### src/mihw_map.vh
// Register indices, field positions, reset values and vectors of the interrupt controller.
`ifndef MIHW_MAP_VH
`define MIHW_MAP_VH

// ****************************************************************
// Register indices (byte address is four times the index)
// ****************************************************************
`define MIHW_IDX_TIMER_MASK 16'hFFE2
`define MIHW_IDX_SERIAL_MASK 16'hFFE3
`define MIHW_IDX_PORT0_MASK 16'hFFE4
`define MIHW_IDX_PORT12_MASK 16'hFFE5
`define MIHW_IDX_TICK_MASK 16'hFFE6
`define MIHW_IDX_CONV_MASK 16'hFFE7
`define MIHW_IDX_TIMER_PEND 16'hFFF2
`define MIHW_IDX_SERIAL_PEND 16'hFFF3
`define MIHW_IDX_PORT0_PEND 16'hFFF4
`define MIHW_IDX_PORT12_PEND 16'hFFF5
`define MIHW_IDX_TICK_PEND 16'hFFF6
`define MIHW_IDX_CONV_PEND 16'hFFF7

// ****************************************************************
// Positions in the internal flag vector
// ****************************************************************
`define MIHW_SRC_COUNT 11
`define MIHW_BIT_PTIMER0 0
`define MIHW_BIT_PTIMER1 1
`define MIHW_BIT_SERIAL 2
`define MIHW_BIT_PORT_GROUP0 3
`define MIHW_BIT_PORT_GROUP1 4
`define MIHW_BIT_PORT2 5
`define MIHW_BIT_TICK_16HZ 6
`define MIHW_BIT_TICK_8HZ 7
`define MIHW_BIT_TICK_2HZ 8
`define MIHW_BIT_TICK_1HZ 9
`define MIHW_BIT_CONVERTER 10

// ****************************************************************
// Reset values
// ****************************************************************
`define MIHW_RST_MASK 11'h000
`define MIHW_RST_PEND 11'h000

// ****************************************************************
// Low nibble of the vectors, highest priority first
// ****************************************************************
`define MIHW_VEC_WATCHDOG 4'h0
`define MIHW_VEC_PTIMER 4'h4
`define MIHW_VEC_SERIAL 4'h6
`define MIHW_VEC_PORT0 4'h8
`define MIHW_VEC_PORT12 4'hA
`define MIHW_VEC_TICK 4'hC
`define MIHW_VEC_CONVERTER 4'hE

`endif

### src/mihw_edge.v
// Edge detector for port pins and clock-timer taps.
`default_nettype none

module mihw_edge #(
   parameter W = 13,
   parameter [W-1:0] FALL_ONLY = {W{1'b0}}
) (
   // Clock and reset
   input wire pclk,
   input wire presetn,
   // Levels in, one-cycle edge pulses out
   input wire [W-1:0] level,
   output wire [W-1:0] edge_pulse
);

   reg [W-1:0] prev_ff;
   reg armed_ff;

   // The first sample after reset only loads history, so a pin that
   // sits high at reset does not fake an edge.
   always @(posedge pclk or negedge presetn) begin
      if (!presetn) begin
         prev_ff <= {W{1'b0}};
         armed_ff <= 1'b0;
      end else begin
         prev_ff <= level;
         armed_ff <= 1'b1;
      end
   end

   assign edge_pulse = {W{armed_ff}} & (prev_ff ^ level) & (~FALL_ONLY | prev_ff);

endmodule

`default_nettype wire

### src/mihw_ctrl.v
// Interrupt controller with HALT wakeup, APB register slave and entry sequencer.
//
// Contract
// - Maskable request reaches core only with global enable and its mask both 1.
// - Accepting any interrupt clears the global enable flag.
// - Watchdog request ignores global enable, has no mask, no pending flag.
// - After reset all interrupts blocked until both stack pointers are written.
// - Writing one stack pointer blocks all interrupts until the other is written.
// - Any hardware request, watchdog included, wakes the core from HALT.
// - Source event sets pending; interrupt when pending, mask, enable all 1.
// - Writing 1 clears a pending flag, 0 keeps it; reset clears all.
// - Timer channel 1 sets bit 1, channel 0 sets bit 0 on zero.
// - Serial transfer completion sets serial pending bit 0.
// - Port edges set port group 0, port group 1 and port 2 flags.
// - Falling edges of 16, 8, 2, 1 Hz taps set tick bits 0 to 3.
// - Each pending flag has a mask bit at the matching position.
// - Mask bits are read/write, 1 enables, reset clears them.
// - Entry starts only after the current instruction has finished.
// - Entry: save flags and clear enable, push address, load vector, execute.
// - Priority watchdog, timers, serial, port0, port1/2, tick, converter; 0100H-010EH.
// - Request supplies only the four low program counter bits.
// - Unused mask bits read 0 and have no storage.
//
// The APB register port was chosen for this implementation.
`default_nettype none
`include "mihw_map.vh"

module mihw_ctrl #(
   parameter ADDR_W = 18
) (
   // Clock and reset
   input wire pclk,
   input wire presetn,
   // APB slave
   input wire psel,
   input wire penable,
   input wire pwrite,
   input wire [ADDR_W-1:0] paddr,
   input wire [31:0] pwdata,
   output reg [31:0] prdata,
   output reg pready,
   output reg pslverr,
   // Peripheral events, one-cycle pulses
   input wire ptimer0_zero,
   input wire ptimer1_zero,
   input wire serial_done,
   input wire converter_done,
   input wire watchdog_nmi,
   // Pin and tap levels
   input wire [3:0] port_group0_pins,
   input wire [3:0] port_group1_pins,
   input wire port2_pin,
   input wire [3:0] tick_taps,
   // Core control pulses
   input wire irq_on_state,
   input wire irq_off_state,
   input wire return_from_interrupt,
   input wire restore_enable,
   input wire first_stack_pointer,
   input wire second_stack_pointer,
   input wire instr_done,
   input wire halt_enter,
   // Core facing outputs
   output reg ie_flag,
   output reg irq_pending,
   output reg entry_save,
   output reg entry_push,
   output reg entry_load,
   output reg [3:0] vector_low,
   output reg halted
);

   localparam N = `MIHW_SRC_COUNT;

   // ****************************************************************
   // Entry sequencer states
   // ****************************************************************
   localparam [1:0] ST_IDLE = 2'b00;
   localparam [1:0] ST_SAVE = 2'b01;
   localparam [1:0] ST_PUSH = 2'b10;
   localparam [1:0] ST_LOAD = 2'b11;

   // ****************************************************************
   // Helper functions
   // ****************************************************************
   function [15:0] word_index;
      input [ADDR_W-1:0] a;
      begin
         word_index = a[17:2];
      end
   endfunction

   // Positions of the flag vector as they appear in each 4-bit register.
   function [3:0] reg_view;
      input [15:0] idx_low;
      input [N-1:0] v;
      begin
         case (idx_low[3:0])
            4'h2: reg_view = {2'b00, v[`MIHW_BIT_PTIMER1], v[`MIHW_BIT_PTIMER0]};
            4'h3: reg_view = {3'b000, v[`MIHW_BIT_SERIAL]};
            4'h4: reg_view = {3'b000, v[`MIHW_BIT_PORT_GROUP0]};
            4'h5: reg_view = {2'b00, v[`MIHW_BIT_PORT2], v[`MIHW_BIT_PORT_GROUP1]};
            4'h6: reg_view = v[`MIHW_BIT_TICK_1HZ:`MIHW_BIT_TICK_16HZ];
            4'h7: reg_view = {3'b000, v[`MIHW_BIT_CONVERTER]};
            default: reg_view = 4'h0;
         endcase
      end
   endfunction

   // Spreads a 4-bit write onto the flag vector; only bits with storage move.
   function [N-1:0] reg_spread;
      input [15:0] idx_low;
      input [3:0] d;
      begin
         reg_spread = {N{1'b0}};
         case (idx_low[3:0])
            4'h2: reg_spread[`MIHW_BIT_PTIMER1:`MIHW_BIT_PTIMER0] = d[1:0];
            4'h3: reg_spread[`MIHW_BIT_SERIAL] = d[0];
            4'h4: reg_spread[`MIHW_BIT_PORT_GROUP0] = d[0];
            4'h5: reg_spread[`MIHW_BIT_PORT2:`MIHW_BIT_PORT_GROUP1] = d[1:0];
            4'h6: reg_spread[`MIHW_BIT_TICK_1HZ:`MIHW_BIT_TICK_16HZ] = d;
            4'h7: reg_spread[`MIHW_BIT_CONVERTER] = d[0];
            default: reg_spread = {N{1'b0}};
         endcase
      end
   endfunction

   // ****************************************************************
   // Source events
   // ****************************************************************
   wire [12:0] edge_pulse;
   wire [N-1:0] src_event;

   mihw_edge #(
      .W(13),
      .FALL_ONLY(13'h1E00)
   ) u_edge (
      .pclk(pclk),
      .presetn(presetn),
      .level({tick_taps, port2_pin, port_group1_pins, port_group0_pins}),
      .edge_pulse(edge_pulse)
   );

   assign src_event[`MIHW_BIT_PTIMER0] = ptimer0_zero;
   assign src_event[`MIHW_BIT_PTIMER1] = ptimer1_zero;
   assign src_event[`MIHW_BIT_SERIAL] = serial_done;
   assign src_event[`MIHW_BIT_PORT_GROUP0] = |edge_pulse[3:0];
   assign src_event[`MIHW_BIT_PORT_GROUP1] = |edge_pulse[7:4];
   assign src_event[`MIHW_BIT_PORT2] = edge_pulse[8];
   assign src_event[`MIHW_BIT_TICK_1HZ:`MIHW_BIT_TICK_16HZ] = edge_pulse[12:9];
   assign src_event[`MIHW_BIT_CONVERTER] = converter_done;

   // ****************************************************************
   // APB decode
   // ****************************************************************
   wire [15:0] idx = word_index(paddr);
   wire is_mask = (idx >= `MIHW_IDX_TIMER_MASK) && (idx <= `MIHW_IDX_CONV_MASK);
   wire is_pend = (idx >= `MIHW_IDX_TIMER_PEND) && (idx <= `MIHW_IDX_CONV_PEND);
   wire mapped = (is_mask || is_pend) && (paddr[1:0] == 2'b00);
   wire access = psel && penable && pready;
   wire wr_mask = access && pwrite && mapped && is_mask;
   wire wr_pend = access && pwrite && mapped && is_pend;
   wire [N-1:0] wr_bits = reg_spread(idx, pwdata[3:0]);

   reg [N-1:0] mask_ff;
   reg [N-1:0] pend_ff;
   reg [N-1:0] nxt_mask;
   reg [N-1:0] nxt_pend;

   always @* begin
      nxt_mask = mask_ff;
      if (wr_mask) begin
         // Only the register addressed is touched; unused bits hold nothing.
         nxt_mask = (mask_ff & ~reg_spread(idx, 4'hF)) | wr_bits;
      end
      nxt_pend = pend_ff;
      if (wr_pend) begin
         nxt_pend = pend_ff & ~wr_bits;
      end
      // A source event in the same cycle as a clear keeps the flag set.
      nxt_pend = nxt_pend | src_event;
   end

   // One wait state: pready rises at the edge that ends the first access cycle.
   always @(posedge pclk or negedge presetn) begin
      if (!presetn) begin
         pready <= 1'b0;
         pslverr <= 1'b0;
         prdata <= 32'h00000000;
      end else begin
         pready <= psel && penable && !pready;
         pslverr <= psel && penable && !pready && !mapped;
         if (psel && penable && !pready) begin
            if (mapped && is_mask) begin
               prdata <= {28'h0000000, reg_view(idx, mask_ff)};
            end else if (mapped && is_pend) begin
               prdata <= {28'h0000000, reg_view(idx, pend_ff)};
            end else begin
               prdata <= 32'h00000000;
            end
         end
      end
   end

   always @(posedge pclk or negedge presetn) begin
      if (!presetn) begin
         mask_ff <= `MIHW_RST_MASK;
         pend_ff <= `MIHW_RST_PEND;
      end else begin
         mask_ff <= nxt_mask;
         pend_ff <= nxt_pend;
      end
   end

   // ****************************************************************
   // Stack pointer pairing gate
   // ****************************************************************
   // Bit 0 means the first pointer is still missing, bit 1 the second.
   reg [1:0] sp_miss_ff;
   reg [1:0] nxt_sp_miss;

   always @* begin
      nxt_sp_miss = sp_miss_ff;
      if (first_stack_pointer && second_stack_pointer) begin
         nxt_sp_miss = 2'b00;
      end else if (first_stack_pointer) begin
         nxt_sp_miss = {(sp_miss_ff != 2'b01), 1'b0};
      end else if (second_stack_pointer) begin
         nxt_sp_miss = {1'b0, (sp_miss_ff != 2'b10)};
      end
   end

   always @(posedge pclk or negedge presetn) begin
      if (!presetn) begin
         sp_miss_ff <= 2'b11;
      end else begin
         sp_miss_ff <= nxt_sp_miss;
      end
   end

   wire sp_ok = (sp_miss_ff == 2'b00);

   // ****************************************************************
   // Request and priority
   // ****************************************************************
   // The watchdog pulse is held internally until taken; it has no flag
   // software can see or clear.
   reg nmi_hold_ff;
   reg [1:0] state_ff;
   reg [1:0] nxt_state;
   reg nmi_taken;

   wire [N-1:0] armed = pend_ff & mask_ff;
   wire maskable_req = ie_flag && (|armed);
   wire any_req = sp_ok && (nmi_hold_ff || maskable_req);
   wire wake_req = sp_ok && (nmi_hold_ff || (|armed));

   reg [3:0] pick_vec;

   always @* begin
      if (nmi_hold_ff) begin
         pick_vec = `MIHW_VEC_WATCHDOG;
      end else if (armed[`MIHW_BIT_PTIMER0] || armed[`MIHW_BIT_PTIMER1]) begin
         pick_vec = `MIHW_VEC_PTIMER;
      end else if (armed[`MIHW_BIT_SERIAL]) begin
         pick_vec = `MIHW_VEC_SERIAL;
      end else if (armed[`MIHW_BIT_PORT_GROUP0]) begin
         pick_vec = `MIHW_VEC_PORT0;
      end else if (armed[`MIHW_BIT_PORT_GROUP1] || armed[`MIHW_BIT_PORT2]) begin
         pick_vec = `MIHW_VEC_PORT12;
      end else if (|armed[`MIHW_BIT_TICK_1HZ:`MIHW_BIT_TICK_16HZ]) begin
         pick_vec = `MIHW_VEC_TICK;
      end else begin
         pick_vec = `MIHW_VEC_CONVERTER;
      end
   end

   // ****************************************************************
   // Entry sequencer
   // ****************************************************************
   always @* begin
      nxt_state = state_ff;
      nmi_taken = 1'b0;
      case (state_ff)
         ST_IDLE: begin
            if (any_req && instr_done && !halted) begin
               nxt_state = ST_SAVE;
               nmi_taken = nmi_hold_ff;
            end
         end
         ST_SAVE: begin
            nxt_state = ST_PUSH;
         end
         ST_PUSH: begin
            nxt_state = ST_LOAD;
         end
         ST_LOAD: begin
            nxt_state = ST_IDLE;
         end
         default: begin
            nxt_state = ST_IDLE;
         end
      endcase
   end

   always @(posedge pclk or negedge presetn) begin
      if (!presetn) begin
         state_ff <= ST_IDLE;
         nmi_hold_ff <= 1'b0;
         vector_low <= 4'h0;
         entry_save <= 1'b0;
         entry_push <= 1'b0;
         entry_load <= 1'b0;
         irq_pending <= 1'b0;
      end else begin
         state_ff <= nxt_state;
         // A new watchdog pulse in the taking cycle is kept.
         nmi_hold_ff <= watchdog_nmi || (nmi_hold_ff && !nmi_taken);
         if (state_ff == ST_IDLE && nxt_state == ST_SAVE) begin
            vector_low <= pick_vec;
         end
         entry_save <= (nxt_state == ST_SAVE);
         entry_push <= (nxt_state == ST_PUSH);
         entry_load <= (nxt_state == ST_LOAD);
         irq_pending <= any_req;
      end
   end

   // ****************************************************************
   // Global enable flag and HALT
   // ****************************************************************
   always @(posedge pclk or negedge presetn) begin
      if (!presetn) begin
         ie_flag <= 1'b0;
         halted <= 1'b0;
      end else begin
         if (state_ff == ST_IDLE && nxt_state == ST_SAVE) begin
            ie_flag <= 1'b0;
         end else if (return_from_interrupt) begin
            ie_flag <= restore_enable;
         end else if (irq_off_state) begin
            ie_flag <= 1'b0;
         end else if (irq_on_state) begin
            ie_flag <= 1'b1;
         end
         if (halted && wake_req) begin
            halted <= 1'b0;
         end else if (halt_enter) begin
            halted <= 1'b1;
         end
      end
   end

endmodule

`default_nettype wire

### config.mk
export PLATFORM = sky130hd
export DESIGN_NAME = mihw_ctrl
export DESIGN_NICKNAME = d
export VERILOG_FILES = /design/src/mihw_edge.v /design/src/mihw_ctrl.v
export VERILOG_INCLUDE_DIRS = /design/src
export SDC_FILE = /design/constraint.sdc
export NUM_CORES = 1
export LEC_CHECK = 0
export BUFFER_PORTS_ARGS = -buffer_cell sky130_fd_sc_hd__buf_2
export CAP_MARGIN = 10
export CORE_ASPECT_RATIO = 0.7
export CORE_MARGIN = 2
export CORE_UTILIZATION = 35
export DETAILED_ROUTE_END_ITERATION = 10
export SYNTH_ARGS = -nofsm -noshare
export SYNTH_HDL_FRONTEND = slang
export SYNTH_SLANG_ARGS = --single-unit
### constraint.sdc
create_clock -name pclk -period 2.9 [get_ports pclk]
set_input_delay 0.58 -clock pclk [delete_from_list [all_inputs] [get_ports pclk]]
set_output_delay 0.58 -clock pclk [all_outputs]
set_load 0.05 [all_outputs]
# Word level (Yosys, flattened, before mapping)
# Cells that the tools add are included.
# Widths: inputs -> output; s select.
# totals
regBits	85
output_inout_bits	44
wordCells	129
# classes
order_cmp	4
n_eq_ne	14
muxes	42
bitwise_logic	10
n_reduce_logical	42
# op_table
op	count
$pmux 4 s6	2
$and 11x11->11	3
$ge 16x16->1 const B	2
$le 16x16->1 const B	2
$mux 4	8
$and 13x13->13	2
$logic_and 1x1->1	22
$mux 2	11
$not 11->11	2
$or 11x11->11	2
$mux 1	17
$eq 4x3->1 const B	4
$xor 13x13->13	1
$reduce_or 4->1	3
$mux 11	1
$reduce_or 11->1	1
$eq 2x2->1 const B	4
$eq 4x2->1 const B	2
$pmux 2 s4	1
$logic_not 2->1	3
$logic_or 1x1->1	6
$mux 3	2
$eq 2x1->1 const B	2
$logic_not 1->1	4
other kinds (5)	5

# Logic depth before layout (Yosys ltp)
# logic_depth
depth_word	12
ltp_mapped	7

# Cells and area by module
# A second synthesis with hierarchy kept.
# unflattened
hier_cells	267
area_unflattened_um2	2904.0
# modules_own_cells
module	instances	cells_per_inst	area_each_um2	seq_area_each_um2
mihw_ctrl	1	229	2357.3	1053.5
mihw_edge	1	38	546.8	350.3

# Least setup slack after synthesis
# Ideal clock, no wire load.
# synth_path
path_kind	input to register
start	input paddr[5]
end	register (tool-made name)
setup_time_ps	127
arrival_time_ps	1895
t_required_ps	2773
setup_slack_ps	877
path_stages	6
path_buffers	1
cell_sequence	buf_6 -> nand4b_4 -> nor3_2 -> nand3b_2 -> or4_1 -> mux2_1
# synth_rtl
item	line	text
from (decl)	mihw_ctrl.v:38	input wire [ADDR_W-1:0] paddr,

==> metrics.yaml <==
status: "finished clean"
wl_per_cell_um: 14.3
power_w: 0.00210
gp_routability_congestion: 0.854
grt_pass1_wl_um: 9800
avgSynthCellArea_um2: 11.0
area_growth_pct: 16.8
grt_max_degree: 57
vias: 2069
rsz0062_at_grt: "false"
root_buffer: "clkbuf_16"
cts_buffer_depth: 2
pin_count: 125
critPathRequiredTime_ps: 3080
htreeDepth: 2
maxSlewHeadroom: 0.518
min-delay-start: "tick_taps[3]"
endpoint_kind: "register"
hold_viol: 0
worstMarginPinSlew_ps: 723
core_um2: 7840
r2r-end: "vector_low[2]"
synth_top_family_by_area: "simple AND/OR/NAND/NOR gates"
grt_pass1_vias: 1911
drtIter0Drc: 110
cts_buffers: 5
cp-start-kind: "register"
cp.arrival_ps: 2330
async_reset_ff_frac: 1.00
hold_path_end: "u_edge.prev_ff[12]"
finalSetupViolations: 0
die_w_um: 111
synth_area_leaders: "dfrtp_1 48%, buf_4 7.7%, mux2_2 6.0%"
synth_simple_gate_area_frac: 0.155
hpwl_um: 4610
seq_area_um2: 1400
ys_ff_latch: 56
rr_worst_depth: 5
syn_area_um2: 2820
rrSetupSlack_ps: 740
synth_xor_xnor_area_share: 0.0280
yosysUniqueCellTypes: 54
die_h_um: 79.1
multi_input_area_um2: 1230
dp.cells: 417
drive_gt1_frac: 0.306
cap_violations: 0
yosys.area_share.adder: 0.0177
post_cts_buffers: 0
rows: 27
diodes: 0
p_per_area_nw_per_um2: 636
final.period_utilization: 0.744
floorplan.initialDensity: 0.360
port_buffers: 67
synth_compound_area_frac: 0.118
final_cell_mix: "67 x buf_2, 54 x dfrtp_1, 30 x conb_1"
tns_ps: 0
clkLatencyLatePin_ps: 290
antenna_left: 0
syn_inst: 256
crit_type: "register to register"
drc: 0
dieArea_um2: 8800
synthMuxAreaShare: 0.0781
clk_pin_slew_worst_paths_ps: 70
cts_sinks: 56
final_cells: 425
max_freq_mhz: 464
drv_slew: 0
synth_top_area_share: 0.479
worstPathMaxFanout: 4
min_period_ps: 2160
yosysWarnings: 0
viasPerCell: 4.87
grt_overflow: 0
post_cts_resize_count: 0
nets: 408
nFillCells: 783
final_common_cell: "buf_2"
cts_tree: "done"
hp-class: "primary input to register"
postRouteWirelength_um: 6070
ir_worst_vdd_mv: 0.263
min_path_cells: 1
synth_ff_type: "dfrtp_1"
hold_buffers: 0
dr.pass1.iters: 4
synth-seq-area-share: 0.498
yosys.area.top_type: "dfrtp_1"
synth-edff-count: 0
antenna_found_initial: 0
track_usage: 0.141
clock_skew_ps: 5.70
p_leak_nw: 1.53
## worst max-delay path, stage by stage, from the launching register on
cell and delay (ps):
dfrtp_1 420, a222oi_1 450, nor2b_1 220, nand4b_1 230, o2111ai_2 360, mux2_2 380
## kinds of logic (layout without fill, tap and decap cells)
kind of cell / count (synthesis) / count (layout)
AND/OR/NAND/NOR: 79 / 79
other: 2 / 30
buffers and inverters: 45 / 85
flip-flops: 56 / 56
adder cells (fa/ha/maj): 4 / 4
XOR/XNOR: 9 / 9
multiplexers: 20 / 20
AO/OA/AOI/OAI: 41 / 41
## routing by layer
metal | share of wire | GRT usage
met3 | 0.080 | 0.0313
met2 | 0.42 | 0.195
met1 | 0.50 | 0.224
met5 | 0 | 0
met4 | 0.0035 | 0.0296
## power breakdown
| part | internal, W | total [W] | switching, W |
|---|---|---|---|
| Sequential | 0.000858 | 0.000893 | 0.0000350 |
| Combinational | 0.000162 | 0.000591 | 0.000429 |
| Clock | 0.000344 | 0.000613 | 0.000269 |
## Yosys cell counts (5+ instances only)
cell     number
inv_1         9
nand3_1      12
nand2_1      15
a22o_1        5
mux2_2       15
nor2_1       17
nor3_1        8
dfrtp_1      54
a21oi_1       5
a21o_1        5
buf_4        29
xnor2_1       8
## area by class of cell
type,count,area share
Multi-Input combinational cell,183,0.374
Clock buffer,6,0.0422
Sequential cell,56,0.426
Inverter,9,0.0103
Tap cell,101,0.0384
Clock inverter,2,0.00456
Timing Repair Buffer,68,0.104
## stage by stage
stage / setup slack [ps] / cell area [um2] / util / hold slack [ps]
floorplan: 877 / 2930 / - / 284
global placement: 619 / 3140 / 0.401 / 457
detailed placement: 606 / 3140 / 0.401 / 468
CTS: 739 / 3290 / 0.420 / 402
global route: 542 / 3290 / 0.420 / 401
finish: 743 / 3290 / 0.420 / 406
## worst max path at each step
stage	cells past startpoint	slack [ps]	to
after floorplan	6	880	register
after global placement	6	620	pend_ff[5]
after detailed placement	6	610	pend_ff[5]
after CTS	5	740	vector_low[2]
after global routing	5	540	vector_low[2]
final	5	740	vector_low[2]
Power figures use the tool's default switching activity.
